<file path="src/gst_pkg.sv">
// Package for the gated sixteen bit timer: field layouts, reset values,
// clock source codes and prescale codes.
// Assumes a single 125 MHz system clock domain.
package gst_pkg;

  // Clock source selection
  typedef enum logic [1:0] {
    GST_SRC_INSTR = 2'h0, // Instruction clock, one tick every four cycles
    GST_SRC_FOSC = 2'h1,  // Full-rate oscillator, four counts per instr
    GST_SRC_EXT = 2'h2,   // External clock input pin
    GST_SRC_RSVD = 2'h3   // Reserved, no ticks
  } gst_src_t;

  // Field widths and positions
  localparam int GST_CNT_W = 16;
  localparam int GST_BYTE_W = 8;
  localparam int GST_PRE_W = 3;
  localparam int GST_HI_LSB = 8;

  // Reset values
  localparam logic [15:0] GST_CNT_RST = 16'h0000;
  localparam logic [7:0] GST_BUF_RST = 8'h00;
  localparam logic [2:0] GST_PRE_RST = 3'h0;
  localparam logic [15:0] GST_CNT_MAX = 16'hffff;

  // Instruction cycle: four system clocks
  localparam int GST_INSTR_DIV = 4;
  localparam logic [1:0] GST_PHASE_LAST = 2'h3;
  // Counts added per prescaled tick
  localparam logic [15:0] GST_FOSC_STEP = 16'h0001;

  // Prescale divider terminal value for a select code (divide 1/2/4/8)
  function automatic logic [2:0] gst_pre_last(input logic [1:0] sel);
    case (sel)
      2'h0: gst_pre_last = 3'h0;
      2'h1: gst_pre_last = 3'h1;
      2'h2: gst_pre_last = 3'h3;
      default: gst_pre_last = 3'h7;
    endcase
  endfunction

endpackage

</file>
<file path="src/gst_edge_detect.sv">
// Edge detector for the external clock input.
// Assumes the input is either already synchronised or a same-domain level.
// Arms on a falling edge; reports rising edges only once armed.
module gst_edge_detect (
  // Clock and reset
  input wire logic clk,
  input wire logic rstn,
  // Control
  input wire logic disarm,
  // Sampled level
  input wire logic level,
  // Rising edge seen while armed
  output logic rise
);

  logic prevFf;
  logic armedFf;

  // Previous level for edge detection
  always_ff @(posedge clk or negedge rstn) begin
    if (!rstn) begin
      prevFf <= 1'b0;
    end else begin
      prevFf <= level;
    end
  end

  // Arm on falling edge, disarm on request
  always_ff @(posedge clk or negedge rstn) begin
    if (!rstn) begin
      armedFf <= 1'b0;
    end else if (disarm) begin
      armedFf <= 1'b0;
    end else if (prevFf && !level) begin
      armedFf <= 1'b1;
    end
  end

  assign rise = armedFf && !disarm && !prevFf && level;

endmodule

</file>
<file path="src/gst_timer.sv">
// Gated sixteen bit timer/counter core with byte access ports.
// Assumes byte strobes come from logic on clk; ext clock and gate are pins.
module gst_timer (
  // Clock and reset
  input wire logic clk,
  input wire logic rstn,
  // Configuration
  input wire logic onBit,
  input wire logic gate_enable_bit,
  input wire logic gate_polarity_bit,
  input wire logic [1:0] clockSource,
  input wire logic [1:0] prescale_select,
  input wire logic syncBypass,
  input wire logic wide_access_enable,
  input wire logic sleepMode,
  // Pins
  input wire logic ext_clock_input,
  input wire logic gate_signal,
  // Byte access
  input wire logic lowWrite,
  input wire logic highWrite,
  input wire logic [7:0] writeData,
  input wire logic lowRead,
  input wire logic highRead,
  input wire logic overflowClear,
  // Status
  output logic [7:0] count_low_byte,
  output logic [7:0] count_high_byte,
  output logic [15:0] timer_count,
  output logic overflow_flag
);

  ////////////////////////////////////////////////////////////////////////////
  // Reset release and pin synchronisers

  logic rstSync1Ff, rstSync2Ff, rstnInt;
  logic extS1Ff, extS2Ff, gateS1Ff, gateS2Ff, extRawFf, extRaw2Ff;

  // Reset release through two flip-flops
  always_ff @(posedge clk or negedge rstn) begin
    if (!rstn) begin
      rstSync1Ff <= 1'b0;
      rstSync2Ff <= 1'b0;
    end else begin
      rstSync1Ff <= 1'b1;
      rstSync2Ff <= rstSync1Ff;
    end
  end
  assign rstnInt = rstSync2Ff;

  // Two-stage synchronisers; held while asleep
  always_ff @(posedge clk or negedge rstnInt) begin
    if (!rstnInt) begin
      extS1Ff <= 1'b0;
      extS2Ff <= 1'b0;
      gateS1Ff <= 1'b0;
      gateS2Ff <= 1'b0;
    end else if (!sleepMode) begin
      extS1Ff <= ext_clock_input;
      extS2Ff <= extS1Ff;
      gateS1Ff <= gate_signal;
      gateS2Ff <= gateS1Ff;
    end
  end

  // Bypass path: two capture stages that are never frozen, so they run
  // in sleep; only the second stage is read by the edge logic
  always_ff @(posedge clk or negedge rstnInt) begin
    if (!rstnInt) begin
      extRawFf <= 1'b0;
      extRaw2Ff <= 1'b0;
    end else begin
      extRawFf <= ext_clock_input;
      extRaw2Ff <= extRawFf;
    end
  end

  ////////////////////////////////////////////////////////////////////////////
  // Enable and clock source selection

  logic gateMatch, countEnable, extLevel, extRise, disarm;
  logic [1:0] phaseFf;
  logic srcTick;
  gst_pkg::gst_src_t src;

  assign src = gst_pkg::gst_src_t'(clockSource);
  assign gateMatch = (gateS2Ff == gate_polarity_bit);
  // On bit gates all, gate enable selects gated mode
  assign countEnable = onBit && (!gate_enable_bit || gateMatch);

  // Bypass selects raw capture; sleep without bypass freezes the sync path
  assign extLevel = syncBypass ? extRaw2Ff : extS2Ff;
  assign disarm = !onBit || lowWrite || highWrite;

  gst_edge_detect uEdge (
    .clk(clk),
    .rstn(rstnInt),
    .disarm(disarm),
    .level(extLevel),
    .rise(extRise)
  );

  // Instruction phase counter, stopped in sleep
  always_ff @(posedge clk or negedge rstnInt) begin
    if (!rstnInt) begin
      phaseFf <= 2'h0;
    end else if (!sleepMode) begin
      phaseFf <= phaseFf + 2'h1;
    end
  end

  // Raw tick from the chosen source
  always_comb begin
    case (src)
      gst_pkg::GST_SRC_INSTR:
        srcTick = !sleepMode && (phaseFf == gst_pkg::GST_PHASE_LAST);
      gst_pkg::GST_SRC_FOSC: srcTick = !sleepMode;
      gst_pkg::GST_SRC_EXT:
        srcTick = extRise && (syncBypass || !sleepMode);
      default: srcTick = 1'b0;
    endcase
  end

  ////////////////////////////////////////////////////////////////////////////
  // Prescaler

  logic [2:0] preFf;
  logic preTick;

  assign preTick = countEnable && srcTick &&
                   (preFf == gst_pkg::gst_pre_last(prescale_select));

  // Hidden prescale counter, cleared by low byte write only
  always_ff @(posedge clk or negedge rstnInt) begin
    if (!rstnInt) begin
      preFf <= gst_pkg::GST_PRE_RST;
    end else if (lowWrite) begin
      preFf <= gst_pkg::GST_PRE_RST;
    end else if (countEnable && srcTick) begin
      if (preFf >= gst_pkg::gst_pre_last(prescale_select)) begin
        preFf <= gst_pkg::GST_PRE_RST;
      end else begin
        preFf <= preFf + 3'h1;
      end
    end
  end

  ////////////////////////////////////////////////////////////////////////////
  // Counter, buffer and overflow

  logic [15:0] cntFf, nxt_cnt;
  logic [7:0] hiBufFf;
  logic wrap, incTaken;

  // Increment actually taken: a write to the live counter discards it
  assign incTaken = preTick && !lowWrite &&
                    !(highWrite && !wide_access_enable);
  assign wrap = incTaken && (cntFf == gst_pkg::GST_CNT_MAX);

  // Next counter value: writes beat increments
  always_comb begin
    nxt_cnt = cntFf;
    if (lowWrite) begin
      if (wide_access_enable) begin
        nxt_cnt = {hiBufFf, writeData};
      end else begin
        nxt_cnt = {cntFf[15:8], writeData};
      end
    end else if (highWrite && !wide_access_enable) begin
      nxt_cnt = {writeData, cntFf[7:0]};
    end else if (preTick) begin
      nxt_cnt = cntFf + gst_pkg::GST_FOSC_STEP;
    end
  end

  // Counter register
  always_ff @(posedge clk or negedge rstnInt) begin
    if (!rstnInt) begin
      cntFf <= gst_pkg::GST_CNT_RST;
    end else begin
      cntFf <= nxt_cnt;
    end
  end

  // High byte buffer: loaded by wide-mode high writes and low reads
  always_ff @(posedge clk or negedge rstnInt) begin
    if (!rstnInt) begin
      hiBufFf <= gst_pkg::GST_BUF_RST;
    end else if (wide_access_enable && highWrite) begin
      hiBufFf <= writeData;
    end else if (wide_access_enable && lowRead) begin
      hiBufFf <= cntFf[15:8];
    end
  end

  // Sticky overflow flag; set wins over clear
  always_ff @(posedge clk or negedge rstnInt) begin
    if (!rstnInt) begin
      overflow_flag <= 1'b0;
    end else if (wrap) begin
      overflow_flag <= 1'b1;
    end else if (overflowClear) begin
      overflow_flag <= 1'b0;
    end
  end

  // Registered read views; counter is clocked so bytes are stable
  always_ff @(posedge clk or negedge rstnInt) begin
    if (!rstnInt) begin
      count_low_byte <= 8'h00;
      count_high_byte <= 8'h00;
      timer_count <= 16'h0000;
    end else begin
      count_low_byte <= nxt_cnt[7:0];
      timer_count <= nxt_cnt;
      if (wide_access_enable) begin
        count_high_byte <= (lowRead && !highWrite) ? cntFf[15:8] :
                           (highWrite ? writeData : hiBufFf);
      end else begin
        count_high_byte <= nxt_cnt[15:8];
      end
    end
  end
endmodule

</file>
<file path="config.mk">
export PLATFORM = sky130hd
export DESIGN_NAME = gst_timer
export DESIGN_NICKNAME = d
export VERILOG_FILES = /design/src/gst_pkg.sv /design/src/gst_edge_detect.sv /design/src/gst_timer.sv
export SDC_FILE = /design/constraint.sdc
export NUM_CORES = 1
export LEC_CHECK = 0
export BUFFER_PORTS_ARGS = -buffer_cell sky130_fd_sc_hd__clkbuf_2
export CORE_MARGIN = 2
export CORE_UTILIZATION = 42
export CTS_BUF_LIST = sky130_fd_sc_hd__clkbuf_8 sky130_fd_sc_hd__clkbuf_16
export CTS_CLUSTER_DIAMETER = 200
export CTS_CLUSTER_SIZE = 20
export DETAILED_ROUTE_END_ITERATION = 8
export PLACE_DENSITY = 0.64
export SYNTH_ARGS = -nofsm -noshare
export SYNTH_HDL_FRONTEND = slang
export SYNTH_SLANG_ARGS = --single-unit
</file>
<file path="constraint.sdc">
create_clock -name clk -period 1.8 [get_ports clk]
set_input_delay 0.36 -clock clk [delete_from_list [all_inputs] [get_ports clk]]
set_output_delay 0.36 -clock clk [all_outputs]
set_load 0.005 [all_outputs]
</file>
# ---- After elaboration in Yosys (flattened, before gate mapping)
# Index checks and enable logic that the tools add are counted.
dict set report totals {
  regBits 56
  inputBits 27
  output_inout_bits 33
  elab_cells 86
}
dict set report classes {
  add_sub_neg 3
  magnitude_cmp 1
  eq_ne 8
  muxes 21
  n_reduce_logical 36
}
# op count
set op_table {}
lappend op_table {{$mux W16} 4}
lappend op_table {{$mux W8} 5}
lappend op_table {{$add A16 B1 Y16 const B} 1}
lappend op_table {{$eq A16 B16 Y1 const B} 1}
lappend op_table {{$logic_and A1 B1 Y1} 16}
lappend op_table {{$mux W3} 5}
lappend op_table {{$logic_not A1 Y1} 10}
lappend op_table {{$pmux W3 S3} 1}
lappend op_table {{$reduce_bool A2 Y1} 4}
lappend op_table {{$eq A2 B2 Y1 const B} 3}
lappend op_table {{$mux W1} 5}
lappend op_table {{$eq A2 B1 Y1 const B} 2}
lappend op_table {{$logic_not A2 Y1} 2}
lappend op_table {{$logic_or A1 B1 Y1} 4}
lappend op_table {{$add A3 B1 Y3 const B} 1}
lappend op_table {{$eq A3 B3 Y1} 1}
lappend op_table {{$ge A3 B3 Y1} 1}
lappend op_table {{$pmux W1 S3} 1}
lappend op_table {{$add A2 B1 Y2 const B} 1}
lappend op_table {{$eq A1 B1 Y1} 1}

# ---- Depth between registers and ports, before layout
dict set report depth {
  ltp_word 16
  depth_mapped 7
  mapped_depth_nobuf 7
}

# ---- Modules after synthesis
# Synthesis repeated with hierarchy kept, for this count alone.
dict set report hier_totals {
  cells_unflattened 317
  hier_area_um2 2944.1
}
# module n_inst cells_each area_per_inst_um2 seq_area_each_um2
set by_module_without_submodules {}
lappend by_module_without_submodules {gst_timer 1 311 2855.2 1151.1}
lappend by_module_without_submodules {gst_edge_detect 1 6 88.8 50.0}

# ---- Worst setup path after synthesis
# OpenSTA, ideal clock, no wires.
dict set report synth_timing {
  path_type {in2reg}
  from {in prescale_select[1]}
  to {reg timer_count[15]}
  setup_time_ns 0.120
  t_arrival_ns 2.252
  required_time_ns 1.680
  path_slack_ns -0.571
  path_stages 7
  path_buffers 0
  path_cell_list {or2_2 -> ha_1 -> nand4_1 -> nor4_4 -> nand4_4 -> or3_1 -> and3_1}
}
dict set report synth_between {
  elab_chain_cells 7
  word_cells_on_any_way 9
  cone_classes {3 x eq/ne; 4 x mux; 2 x reduce/logical}
}
# element line_no
set synth_lines {}
lappend synth_lines {{from (decl)} gst_timer.sv:12} ;# input wire logic [1:0] prescale_select,
lappend synth_lines {{$eq A2 B2 Y1, or another cell as far along} gst_pkg.sv:34} ;# case (sel)
lappend synth_lines {{$pmux W3 S3 *} gst_pkg.sv:34}
lappend synth_lines {{$eq A3 B3 Y1 *} gst_timer.sv:131} ;# (preFf == gst_pkg::gst_pre_last(prescale_select));
lappend synth_lines {{$logic_and A1 B1 Y1 *} gst_timer.sv:130} ;# assign preTick = countEnable && srcTick &&
lappend synth_lines {{$mux W16 *} gst_timer.sv:171} ;# end else if (preTick) begin
lappend synth_lines {{$mux W16 *} gst_timer.sv:169} ;# end else if (highWrite && !wide_access_enable) begin
lappend synth_lines {{$mux W16 *} gst_timer.sv:163} ;# if (lowWrite) begin
lappend synth_lines {{named net nxt_cnt[15]} gst_timer.sv:151} ;# logic [15:0] cntFf, nxt_cnt;
lappend synth_lines {{to (signal assigned)} gst_timer.sv:215} ;# timer_count <= nxt_cnt;
lappend synth_lines {{to (decl)} gst_timer.sv:29} ;# output logic [15:0] timer_count,
# The timed path passes the listed nets; every way through them passes the cells marked *.
# A chain may end at the register's enable or synchronous reset.

# ---- Worst setup path after layout
dict set report layout_timing {
  from {reg preFf[1]}
  to {reg timer_count[15]}
}
dict set report layout_between {
  elab_chain_cells 5
}
# element line_no
set layout_lines {}
lappend layout_lines {{from (decl)} gst_timer.sv:127} ;# logic [2:0] preFf;
lappend layout_lines {{from (signal assigned)} gst_timer.sv:136} ;# preFf <= gst_pkg::GST_PRE_RST;
lappend layout_lines {{from (signal assigned)} gst_timer.sv:138} ;# preFf <= gst_pkg::GST_PRE_RST;
lappend layout_lines {{from (signal assigned)} gst_timer.sv:141} ;# preFf <= gst_pkg::GST_PRE_RST;
lappend layout_lines {{$eq A3 B3 Y1} gst_timer.sv:131}
lappend layout_lines {{$logic_and A1 B1 Y1} gst_timer.sv:130}
lappend layout_lines {{$mux W16} gst_timer.sv:171}
lappend layout_lines {{$mux W16} gst_timer.sv:169}
lappend layout_lines {{$mux W16} gst_timer.sv:163}
lappend layout_lines {{named net nxt_cnt[15]} gst_timer.sv:151}
# The timed path passes the listed nets, and every way through them passes these cells.

==> results.yml <==
status:
  status: "complete, but fails checks"
  violations: "negative setup slack"
clocking:
  insertion_delay_ns: 0.31
  clock_path_buffers: 2
  cts.sinks: 48
  cts_tree: "yes"
  clkTransAtPathRegs_ns: 0.10
  ctsRootBufferMaster: "clkbuf_8"
  cts.htree.levels: 2
  cts_buffers: 5
floorplanning:
  dieWidth_um: 88.9
  io_pins: 60
  core_region_area_um2: 6870
  start_util_pct: 44.1
  dieArea_um2: 7900
  chipHeight_um: 88.9
  rows: 30
place:
  dpl_cell_area_um2: 3750
  dp_cells: 512
  dpl.hpwl_um: 6070
  numPortBuffers: 58
  gp_congestion: 0.819
critical_path:
  worstPathMaxFanout: 8
  cp.required_ns: 2.00
  reg2reg_depth: 7
  critPathLaunchType: "flip-flop"
  path_class: "reg2reg"
  cp.arrival_ns: 2.18
  cp-end-kind: "flip-flop"
sta:
  setup_viol: 25
  min_period_over_period_pct: 110
  min_period_ns: 1.98
  max_freq_mhz: 505
  clock_skew_ns: 0.00797
  finalHoldViolCount: 0
  slew_viol_final: 0
  rsz0062_at_grt: "yes"
  hold_slack_ns: 0.167
  setup_tns_ns: -2.22
  timing.final.ws_setup_ns: -0.181
synthesis:
  synth_edf_count: 0
  synth_top_family_by_area: "simple AND/OR/NAND/NOR gates"
  avgSynthCellArea_um2: 9.03
  yosys.area_share.xor_xnor_pct: 3.47
  synthFlopType: "dfrtp_1"
  syn_nets: 368
  async_flop_share_pct: 100
  yosysWarningCount: 0
  synth_fa_ha_area_share_pct: 2.48
  yosysMostFrequentCell: "dfrtp_1"
  ys_ff_latch: 48
  synth_cells: 335
  synth_compound_gate_area_share_pct: 16.9
  ys_seq_area_share_pct: 39.7
  synth_top_area_share_pct: 39.7
  synth_simple_gate_area_share_pct: 21.0
  ys_top_cells_by_count: "48 x dfrtp_1, 28 x nand2_1, 28 x nor2_1"
  yosys.area.top_type: "dfrtp_1"
  synth_area_leaders: "dfrtp_1 40%, mux2i_1 5.6%, mux2_2 4.1%, nand2_1 3.5%, nor2_1 3.5%"
  ys_types: 56
  synth_mux_area_share_pct: 9.71
  synth.cell_area_um2: 3030
global_route:
  grt_max_degree: 50
  grt_pass1_wl_um: 13300
  first_global_vias: 2718
  track_usage_pct: 21.8
  grt.overflow.total: 0
  antenna_found_initial: 0
layout:
  nFillCells: 611
  area_growth_pct: 33.7
  fin_nets: 461
  fin_area_um2: 4050
  antennaDiodeCount: 0
  finalNonFillerCells: 525
  post_route_cells_drive_above_1_share_pct: 37.1
drt:
  via_count: 2876
  via_per_inst: 5.48
  drt-pass1-iter-count: 4
  drtAntennaViolNets: 0
  drc: 0
  wl_um: 8260
  routedWlPerCell_um: 15.7
  first_iter_violations: 144
flow_run:
  cap_violations: 0
hold_path:
  hp-class: "in2reg"
  holdPathStages: 1
power_and_ir_drop:
  p_leak_nw: 1.84
  powerDensity_nw_per_um2: 761
  peakVddDrop_v: 0.000379
[area by class of cell]
type                    count  area (µm²)  area share (%)
clock inverters             3        42.5            1.05
multi-input cells         243        1790            44.2
repair buffers            115         768            19.0
well taps                  96         120            2.97
inverters                  15        56.3            1.39
flip-flops and latches     48        1200            29.7
clock buffers               5        68.8            1.70
[layer usage]
| layer | routed length, µm | global-route usage, % | vias up | share of wire, % |
|---|---|---|---|---|
| met2 | 3900 | 34.6 | 73 | 47 |
| met5 | 0 | 0 | - | 0 |
| met4 | 77 | 6.34 | 0 | 0.93 |
| met1 | 3940 | 31.2 | 1403 | 48 |
| met3 | 338 | 3.23 | 6 | 4.1 |
| li1 | - | - | 1394 | - |
[critical path, cell delays in order, from the launching register on]
cell and delay (ns):
dfrtp_1 0.41, ha_1 0.30, nand4_1 0.16, nor4_4 0.20, buf_6 0.17, nand4_4 0.16, or3_1 0.33, and3_1 0.14
[through the flow]
stage	power [W]	worst slack (ns)	utilization (%)
after floorplan	0.00185	-0.334	-
after global placement	0.00220	-0.440	54.6
after detailed placement	0.00222	-0.468	54.6
after CTS	0.00304	-0.183	56.9
after global routing	0.00326	-0.291	58.9
final	0.00308	-0.181	58.9
[report_power, final]
part           switching, W  leakage [nW]  total, W  internal [W]
Sequential         0.000114         0.564   0.00134       0.00122
Clock              0.000398        0.0541  0.000810      0.000412
Combinational      0.000472          1.22  0.000933      0.000460
Total              0.000984          1.84   0.00308       0.00209
[layout by cell type, fill, tap and decap left out, drive strengths merged, types with 2 or more instances in the layout]
cell type	count
and3	5
or3	2
dfrtp	48
or2	2
mux2	11
o211ai	4
a311oi	2
nand4b	3
a41oi	2
nor2	28
xnor2	5
mux2i	17
a21boi	3
a211oi	6
a22oi	2
nand4	13
nand3	12
a31oi	2
nor3	6
xor2	7
nor2b	3
clkinv	2
nor4	2
a21oi	16
and4	2
and2	2
o21ai	22
o221ai	2
nand2	28
nand3b	2
buf	56
a22o	2
nand2b	8
ha	6
o22ai	4
clkbuf	63
inv	14
[flip-flops by register name (all words and copies together), names as in the netlist, 2 cells and up]
signal	count
timer_count	16
count_high_byte	8
hiBufFf	8
preFf	3
phaseFf	2
[cell families after synthesis]
| logic type | Yosys count |
|---|---|
| multiplexers | 28 |
| AND/OR/NAND/NOR | 120 |
| other | 1 |
| adder cells (fa/ha/maj) | 6 |
| XOR/XNOR | 12 |
| buffers and inverters | 44 |
| flip-flops | 48 |
| AO/OA/AOI/OAI | 76 |
[path summary, 6_finish.rpt]
| path | startpoint | to | slack, ns |
|---|---|---|---|
| max | preFf[1] | timer_count[15] | -0.18 |
| min | ext_clock_input | extRawFf | 0.17 |
| max reg2reg | preFf[1] | timer_count[15] | -0.18 |
| min reg2reg | rstSync2Ff | timer_count[2] | 0.21 |
| max in group asynchronous | rstSync2Ff | count_high_byte[7] | 1.06 |
| min in group asynchronous | rstSync2Ff | timer_count[2] | 0.21 |
[what timing repair did]
action                                 CTS  global route
hold buffers                             1             0
pin swaps                               11            18
buffers inserted                         1             3
setup endpoints to repair               24            27
endpoints found under the hold margin    2             0
gates resized for setup                  8            22
cloned                                   0             0
(Power assumes the default switching activity.)
